--- src/pbbd_pkg.sv ---
package pbbd_pkg;
  // Peripheral region: top 3 Mbyte of the 32-bit space
  localparam logic [31:0] PBBD_REGION_BASE  = 32'hFFD0_0000;
  localparam int          PBBD_WIN_BITS     = 14;   // 16 Kbyte window
  localparam int          PBBD_IC_WIN_BITS  = 12;   // 4 Kbyte window
  localparam logic [31:0] PBBD_IC_BASE      = 32'hFFFF_F000;
  localparam int          PBBD_NUM_SLOTS    = 192;  // 3 Mbyte / 16 Kbyte
  // Alias offsets of one bit-manipulated register inside a peripheral
  localparam logic [13:0] PBBD_OFF_SET      = 14'h0000;
  localparam logic [13:0] PBBD_OFF_CLR      = 14'h0004;
  localparam logic [13:0] PBBD_OFF_STAT     = 14'h0008;
  localparam logic [31:0] PBBD_BIT_RST      = 32'h0000_0000;
  localparam logic [2:0]  PBBD_SIZE_BYTE    = 3'h0;
  localparam logic [2:0]  PBBD_SIZE_HALF    = 3'h1;
  localparam logic [2:0]  PBBD_SIZE_WORD    = 3'h2;
endpackage : pbbd_pkg

--- src/pbbd_bridge.sv ---
`timescale 1ns/1ps
module pbbd_bridge
  import pbbd_pkg::*;
#(
  parameter int NUM_SEL = 64
) (
  input  wire logic                i_clk,
  input  wire logic                i_rst,
  input  wire logic                i_req,
  input  wire logic                i_write,
  input  wire logic [31:0]         i_addr,
  input  wire logic [2:0]          i_size,
  input  wire logic [31:0]         i_wdata,
  output logic                     o_done,
  output logic [31:0]              o_rdata,
  output logic                     o_miss,
  output logic [NUM_SEL-1:0]       o_psel,
  output logic                     o_penable,
  output logic                     o_pwrite,
  output logic [31:0]              o_paddr,
  output logic [31:0]              o_pwdata,
  output logic [3:0]               o_pstrb,
  input  wire logic [31:0]         i_prdata,
  output logic [31:0]              o_bits
);

  // The top select is the interrupt controller; the rest must fit in the region's slots
  if (NUM_SEL < 2 || NUM_SEL > PBBD_NUM_SLOTS + 1) begin : g_bad_num_sel
    $error("NUM_SEL out of range");
  end

  typedef enum logic [1:0] {PBBD_IDLE, PBBD_SETUP, PBBD_ACCESS} pbbd_state_e;
  pbbd_state_e state;

  // Slot index inside the peripheral region; the last select is the interrupt controller
  function automatic logic [31:0] pbbd_slot(input logic [31:0] a);
    pbbd_slot = (a - PBBD_REGION_BASE) >> PBBD_WIN_BITS;
  endfunction : pbbd_slot

  function automatic logic [3:0] pbbd_lanes(input logic [2:0] sz, input logic [1:0] lo);
    case (sz)
      PBBD_SIZE_BYTE: pbbd_lanes = 4'h1 << lo;
      PBBD_SIZE_HALF: pbbd_lanes = lo[1] ? 4'hC : 4'h3;
      default:        pbbd_lanes = 4'hF;
    endcase
  endfunction : pbbd_lanes

  logic        hit_ic;
  logic        hit_per;
  logic [31:0] slot;
  logic [31:0] lane_data;
  assign hit_ic  = (i_addr[31:PBBD_IC_WIN_BITS] == PBBD_IC_BASE[31:PBBD_IC_WIN_BITS]);
  assign slot    = pbbd_slot(i_addr);
  assign hit_per = !hit_ic && (i_addr >= PBBD_REGION_BASE) && (slot < 32'(NUM_SEL - 1));
  // Replicate narrow data on every lane so the strobe picks the right byte
  assign lane_data = (i_size == PBBD_SIZE_BYTE) ? {4{i_wdata[7:0]}} :
                     (i_size == PBBD_SIZE_HALF) ? {2{i_wdata[15:0]}} : i_wdata;

  // A request still held in the done cycle is the one just served.
  // Taking it again would repeat the transfer, so that cycle is skipped.
  logic        take;
  assign take = (state == PBBD_IDLE) && i_req && !o_done;

  logic [31:0] pbits;
  logic        alias_sel;
  logic [13:0] alias_off;

  // Transfer sequencer: setup then access, one wait-free transfer per mapped request; an unmapped request gets no transfer
  always_ff @(posedge i_clk or posedge i_rst) begin
    if (i_rst) begin
      state     <= PBBD_IDLE;
      o_psel    <= '0;
      o_penable <= 1'b0;
      o_pwrite  <= 1'b0;
      o_paddr   <= 32'h0000_0000;
      o_pwdata  <= 32'h0000_0000;
      o_pstrb   <= 4'h0;
      o_done    <= 1'b0;
      o_miss    <= 1'b0;
      o_rdata   <= 32'h0000_0000;
      alias_sel <= 1'b0;
      alias_off <= 14'h0000;
    end else begin
      o_done <= 1'b0;
      o_miss <= 1'b0;
      case (state)
        PBBD_IDLE: begin
          if (take && (hit_ic || hit_per)) begin
            state    <= PBBD_SETUP;
            o_psel   <= hit_ic ? (NUM_SEL'(1) << (NUM_SEL - 1)) : (NUM_SEL'(1) << slot[7:0]);
            o_pwrite <= i_write;
            // Base plus offset: only offset bits go to the peripheral
            o_paddr  <= hit_ic ? {20'h0_0000, i_addr[PBBD_IC_WIN_BITS-1:0]}
                               : {18'h0_0000, i_addr[PBBD_WIN_BITS-1:0]};
            o_pwdata <= lane_data;
            o_pstrb  <= i_write ? pbbd_lanes(i_size, i_addr[1:0]) : 4'h0;
            alias_sel <= hit_per && (slot == 32'h0000_0000);
            alias_off <= i_addr[PBBD_WIN_BITS-1:0];
          end else if (take) begin
            // Unmapped: answer at once with zero data
            o_done  <= 1'b1;
            o_miss  <= 1'b1;
            o_rdata <= 32'h0000_0000;
          end
        end
        PBBD_SETUP: begin
          state     <= PBBD_ACCESS;
          o_penable <= 1'b1;
        end
        PBBD_ACCESS: begin
          state     <= PBBD_IDLE;
          o_penable <= 1'b0;
          o_psel    <= '0;
          o_done    <= 1'b1;
          o_rdata   <= (alias_sel && alias_off[13:2] == PBBD_OFF_STAT[13:2]) ? pbits : i_prdata;
        end
        default: state <= PBBD_IDLE;
      endcase
    end
  end

  // Set/clear target register of slot 0; updated only in the access phase
  always_ff @(posedge i_clk or posedge i_rst) begin
    if (i_rst) begin
      pbits <= PBBD_BIT_RST;
    end else if (state == PBBD_ACCESS && o_pwrite && alias_sel) begin
      for (int b = 0; b < 4; b++) begin
        if (o_pstrb[b]) begin
          if (alias_off[13:2] == PBBD_OFF_SET[13:2])
            pbits[8*b +: 8] <= pbits[8*b +: 8] | o_pwdata[8*b +: 8];
          else if (alias_off[13:2] == PBBD_OFF_CLR[13:2])
            pbits[8*b +: 8] <= pbits[8*b +: 8] & ~o_pwdata[8*b +: 8];
        end
      end
    end
  end

  always_ff @(posedge i_clk or posedge i_rst) begin
    if (i_rst) o_bits <= PBBD_BIT_RST;
    else       o_bits <= pbits;
  end
endmodule : pbbd_bridge

--- config.mk ---
export PLATFORM = sky130hd
export DESIGN_NAME = pbbd_bridge
export DESIGN_NICKNAME = d
export VERILOG_FILES = /design/src/pbbd_pkg.sv /design/src/pbbd_bridge.sv
export SDC_FILE = /design/constraint.sdc
export NUM_CORES = 1
export LEC_CHECK = 0
export ABC_AREA = 1
export BUFFER_PORTS_ARGS = -buffer_cell sky130_fd_sc_hd__buf_2
export CAP_MARGIN = 20
export CORE_MARGIN = 5
export CORE_UTILIZATION = 52
export CTS_CLUSTER_DIAMETER = 40
export DETAILED_ROUTE_END_ITERATION = 10
export GPL_TIMING_DRIVEN = 0
export PLACE_DENSITY = 0.87
export SYNTH_ARGS = -nofsm -noshare
export SYNTH_HDL_FRONTEND = slang
export SYNTH_SLANG_ARGS = --single-unit
--- constraint.sdc ---
create_clock -name i_clk -period 7.8 [get_ports i_clk]
set_clock_uncertainty 0.15 [all_clocks]
set_input_delay 1.17 -clock i_clk [delete_from_list [all_inputs] [get_ports i_clk]]
set_output_delay 1.17 -clock i_clk [all_outputs]
set_load 0.03 [all_outputs]
==> insert_results.sql <==
INSERT INTO impl_metrics (metric_group, metric, value, unit) VALUES
('run_status', 'run_status', 'complete, no violations', ''),
('sta', 'setup-violations-final', '0', ''),
('drt', 'post_drt_wl_per_cell', '16.28', 'µm'),
('finish', 'finalNetCount', '1762', ''),
('synthesis', 'syn-instance-count', '1321', ''),
('clocking', 'ctsLongestPathBuffers', '3', ''),
('critical_path', 'r2r_cells', '8', ''),
('critical_path', 'timing.critical_path.required', '8.12', 'ns'),
('synthesis', 'synth.ff_latch_count', '219', ''),
('critical_path', 'rr_endpoint', 'o_rdata[28]', ''),
('sta', 'timing.final.max_slew_violations', '0', ''),
('synthesis', 'yosys_warnings', '0', ''),
('global_route', 'pin_count_of_the_biggest_net_entering_global_routing', '82', ''),
('finish', 'layout.cells.most_common_list', 'sky130_fd_sc_hd__nand2_1 (470), sky130_fd_sc_hd__buf_2 (299), sky130_fd_sc_hd__dfrtp_1 (219)', ''),
('critical_path', 'worstSetupStartpoint', 'i_addr[20]', ''),
('power_and_ir_drop', 'vdd.ir_drop.worst', '0.1587', 'mV'),
('clocking', 'cts_resized', '0', ''),
('place', 'globalplace.congestion', '1.136', ''),
('worst_hold_path', 'number_of_stages_on_the_worst_hold_path', '0', ''),
('finish', 'layout.cell_area.non_filler', '0.01311', 'mm²'),
('synthesis', 'synth_edf_count', '0', ''),
('synthesis', 'synth_cell_type_count', '27', ''),
('worst_hold_path', 'worstHoldEndpoint', 'o_bits[9]', ''),
('global_route', 'grt_usage', '27.40', '%'),
('sta', 'unrepaired_setup_endpoints_after_global_routing', 'false', ''),
('power_and_ir_drop', 'seq_power_share', '44.9', '%'),
('power_and_ir_drop', 'combinationalPowerShare', '5.5', '%'),
('sta', 'clock.fmax', '347.6', 'MHz'),
('critical_path', 'crit_type', 'in2reg', ''),
('place', 'dpl-instance-area', '0.01219', 'mm²'),
('critical_path', 'worst-r2r-setup-slack', '5.14', 'ns'),
('clocking', 'post-cts-setup-buffer-count', '0', ''),
('place', 'hpwlAfterDp', '24060', 'µm'),
('floorplanning', 'die_y', '150.8', 'µm'),
('synthesis', 'ys_async_sr_fraction', '100.0', '%'),
('synthesis', 'synthesis.area', '0.01031', 'mm²'),
('global_route', 'antenna_violations_before_repair', '4', ''),
('critical_path', 'critical_path.startpoint_type', 'input pin', ''),
('power_and_ir_drop', 'net_sw_share', '24.13', '%'),
('floorplanning', 'io_pins', '303', ''),
('synthesis', 'synth_area_per_cell', '7.802', 'µm²'),
('floorplanning', 'coreArea', '0.01946', 'mm²'),
('sta', 'min_period', '2.877', 'ns'),
('synthesis', 'postSynth.topFlopCell', 'sky130_fd_sc_hd__dfrtp_1', ''),
('floorplanning', 'fp.dieW', '150.8', 'µm'),
('power_and_ir_drop', 'switching_pwr', '0.6118', 'mW'),
('job', 'maxCapViolations', '0', ''),
('critical_path', 'setup.worst_path.end_class', 'flop', ''),
('power_and_ir_drop', 'pwr_density_cell', '193.4', 'mW/mm²'),
('clocking', 'path_clk_slew', '0.06', 'ns'),
('floorplanning', 'start_util', '52.95', '%'),
('global_route', 'grt_first_pass_wirelength', '49400', 'µm'),
('synthesis', 'seq_area_frac_synth', '53.17', '%'),
('clocking', 'cts_tree', 'built', ''),
('drt', 'route.detailed.drc', '0', ''),
('critical_path', 'critPathArrivalTime', '3.19', 'ns'),
('clocking', 'clockRootBuffer', 'sky130_fd_sc_hd__clkbuf_16', ''),
('clocking', 'worst_skew_pair.late_latency', '0.54', 'ns'),
('finish', 'layout-area-overhead-vs-synth', '27.23', '%'),
('critical_path', 'worst_flop_to_flop_path_startpoint', 'state[0]', ''),
('finish', 'mostFrequentLayoutCell', 'sky130_fd_sc_hd__nand2_1', ''),
('global_route', 'first_global_vias', '9959', ''),
('place', 'dp_worst_setup_slack', '4.377', 'ns'),
('power_and_ir_drop', 'power.static_leakage', '7.974', 'nW'),
('finish', 'fraction_of_final_layout_cells_sized_beyond_drive_strength_1', '23.84', '%'),
('global_route', 'overflow', '0', ''),
('clocking', 'htree_levels', '1', ''),
('floorplanning', 'placement_rows', '51', ''),
('clocking', 'clock-sinks', '219', ''),
('drt', 'detailedRoute.firstPassIterationCount', '7', ''),
('place', 'port_buffers', '284', '');
[per-stage QoR]
| stage | setup TNS, ns | std cells | hold slack [ns] | utilization (%) |
|---|---|---|---|---|
| floorplan | 0 | 1338 | 0.2244 | - |
| global placement | -350.66 | 1887 | 0.2359 | 62.29 |
| detailed placement | 0 | 1889 | 0.2376 | 62.61 |
| CTS | 0 | 1939 | 0.2508 | 67.32 |
| global route | 0 | 1940 | 0.2648 | 67.34 |
| finish | 0 | 1943 | 0.2523 | 67.37 |
[worst max-delay path by stage]
stage	to	slack (ns)	cells after the start
2_1_floorplan	async pin	0.49	1
3_3_place_gp	o_bits[26]	-1.62	2
3_5_place_dp	o_rdata[18]	4.38	15
4_1_cts	o_rdata[18]	4.93	15
5_1_grt	o_rdata[18]	4.71	15
6_report	o_rdata[18]	4.92	15
[power groups by stage]
stage / registers (mW) / clock network (mW) / logic (mW)
6_report: 1.14 / 1.26 / 0.140
5_1_grt: 1.14 / 1.33 / 0.156
4_1_cts: 1.14 / 1.28 / 0.139
3_5_place_dp: 1.16 / 0 / 0.138
3_3_place_gp: 1.16 / 0 / 0.131
2_1_floorplan: 1.16 / 0 / 0.0792
[logic make-up after synthesis]
| family | Yosys count | synth area share [%] |
|---|---|---|
| other | 1 | 0.03639 |
| AOI/OAI and AO/OA | 111 | 5.488 |
| and+or+nand+nor | 778 | 31.32 |
| DFF | 219 | 53.17 |
| adders and majority gates | 6 | 0.7284 |
| buffers and inverters | 206 | 9.251 |
[Yosys cell counts (2+ instances only)]
cell	n	area [µm²]
sky130_fd_sc_hd__nand2_1	470	1764
sky130_fd_sc_hd__dfrtp_1	219	5480
sky130_fd_sc_hd__nand3_1	125	625.6
sky130_fd_sc_hd__nor2_1	124	465.5
sky130_fd_sc_hd__inv_1	108	405.4
sky130_fd_sc_hd__o21ai_0	58	290.3
sky130_fd_sc_hd__a21oi_1	43	215.2
sky130_fd_sc_hd__nor3_1	41	205.2
sky130_fd_sc_hd__clkbuf_1	40	150.1
sky130_fd_sc_hd__buf_4	33	247.7
sky130_fd_sc_hd__buf_2	15	75.07
sky130_fd_sc_hd__nand4_1	7	43.79
sky130_fd_sc_hd__o21ai_1	7	35.03
sky130_fd_sc_hd__ha_1	6	75.07
sky130_fd_sc_hd__buf_6	5	56.30
sky130_fd_sc_hd__nor3_4	5	81.33
sky130_fd_sc_hd__nand2_2	3	18.77
sky130_fd_sc_hd__buf_1	2	7.510
sky130_fd_sc_hd__inv_2	2	7.510
[critical path: stages]
cell and delay [ns]:
sky130_fd_sc_hd__buf_2 0.15, sky130_fd_sc_hd__inv_1 0.07, sky130_fd_sc_hd__ha_1 0.24, sky130_fd_sc_hd__nor2_1 0.15, sky130_fd_sc_hd__nand2_1 0.07, sky130_fd_sc_hd__nor2_1 0.11
sky130_fd_sc_hd__nand3_1 0.11, sky130_fd_sc_hd__inv_1 0.07, sky130_fd_sc_hd__nand2_1 0.06, sky130_fd_sc_hd__nand3_1 0.12, sky130_fd_sc_hd__nand2_1 0.23, sky130_fd_sc_hd__nand2_1 0.28
sky130_fd_sc_hd__buf_4 0.22, sky130_fd_sc_hd__nand2_1 0.08, sky130_fd_sc_hd__nand2_1 0.07
[layer usage]
layer | wire length [µm] | track usage, % | vias to the layer above
met1 | 11540 | 32.49 | 4641
met5 | 22 | 0 | -
met3 | 2937 | 6.463 | 113
met4 | 1568 | 12.42 | 6
li1 | - | - | 4784
met2 | 15570 | 47.38 | 486
[final cells by class]
cell class	count	area [µm²]
clock buffers	33	718.2
inverters	111	424.2
well taps	265	331.6
diodes	4	10.01
multi-input cells	913	3936
plain buffers	95	536.8
repair buffers	286	1476
fillers	1570	6350
flip-flops and latches	219	5480
clock inverters	17	198.9
Power figures use the tool's default switching activity.
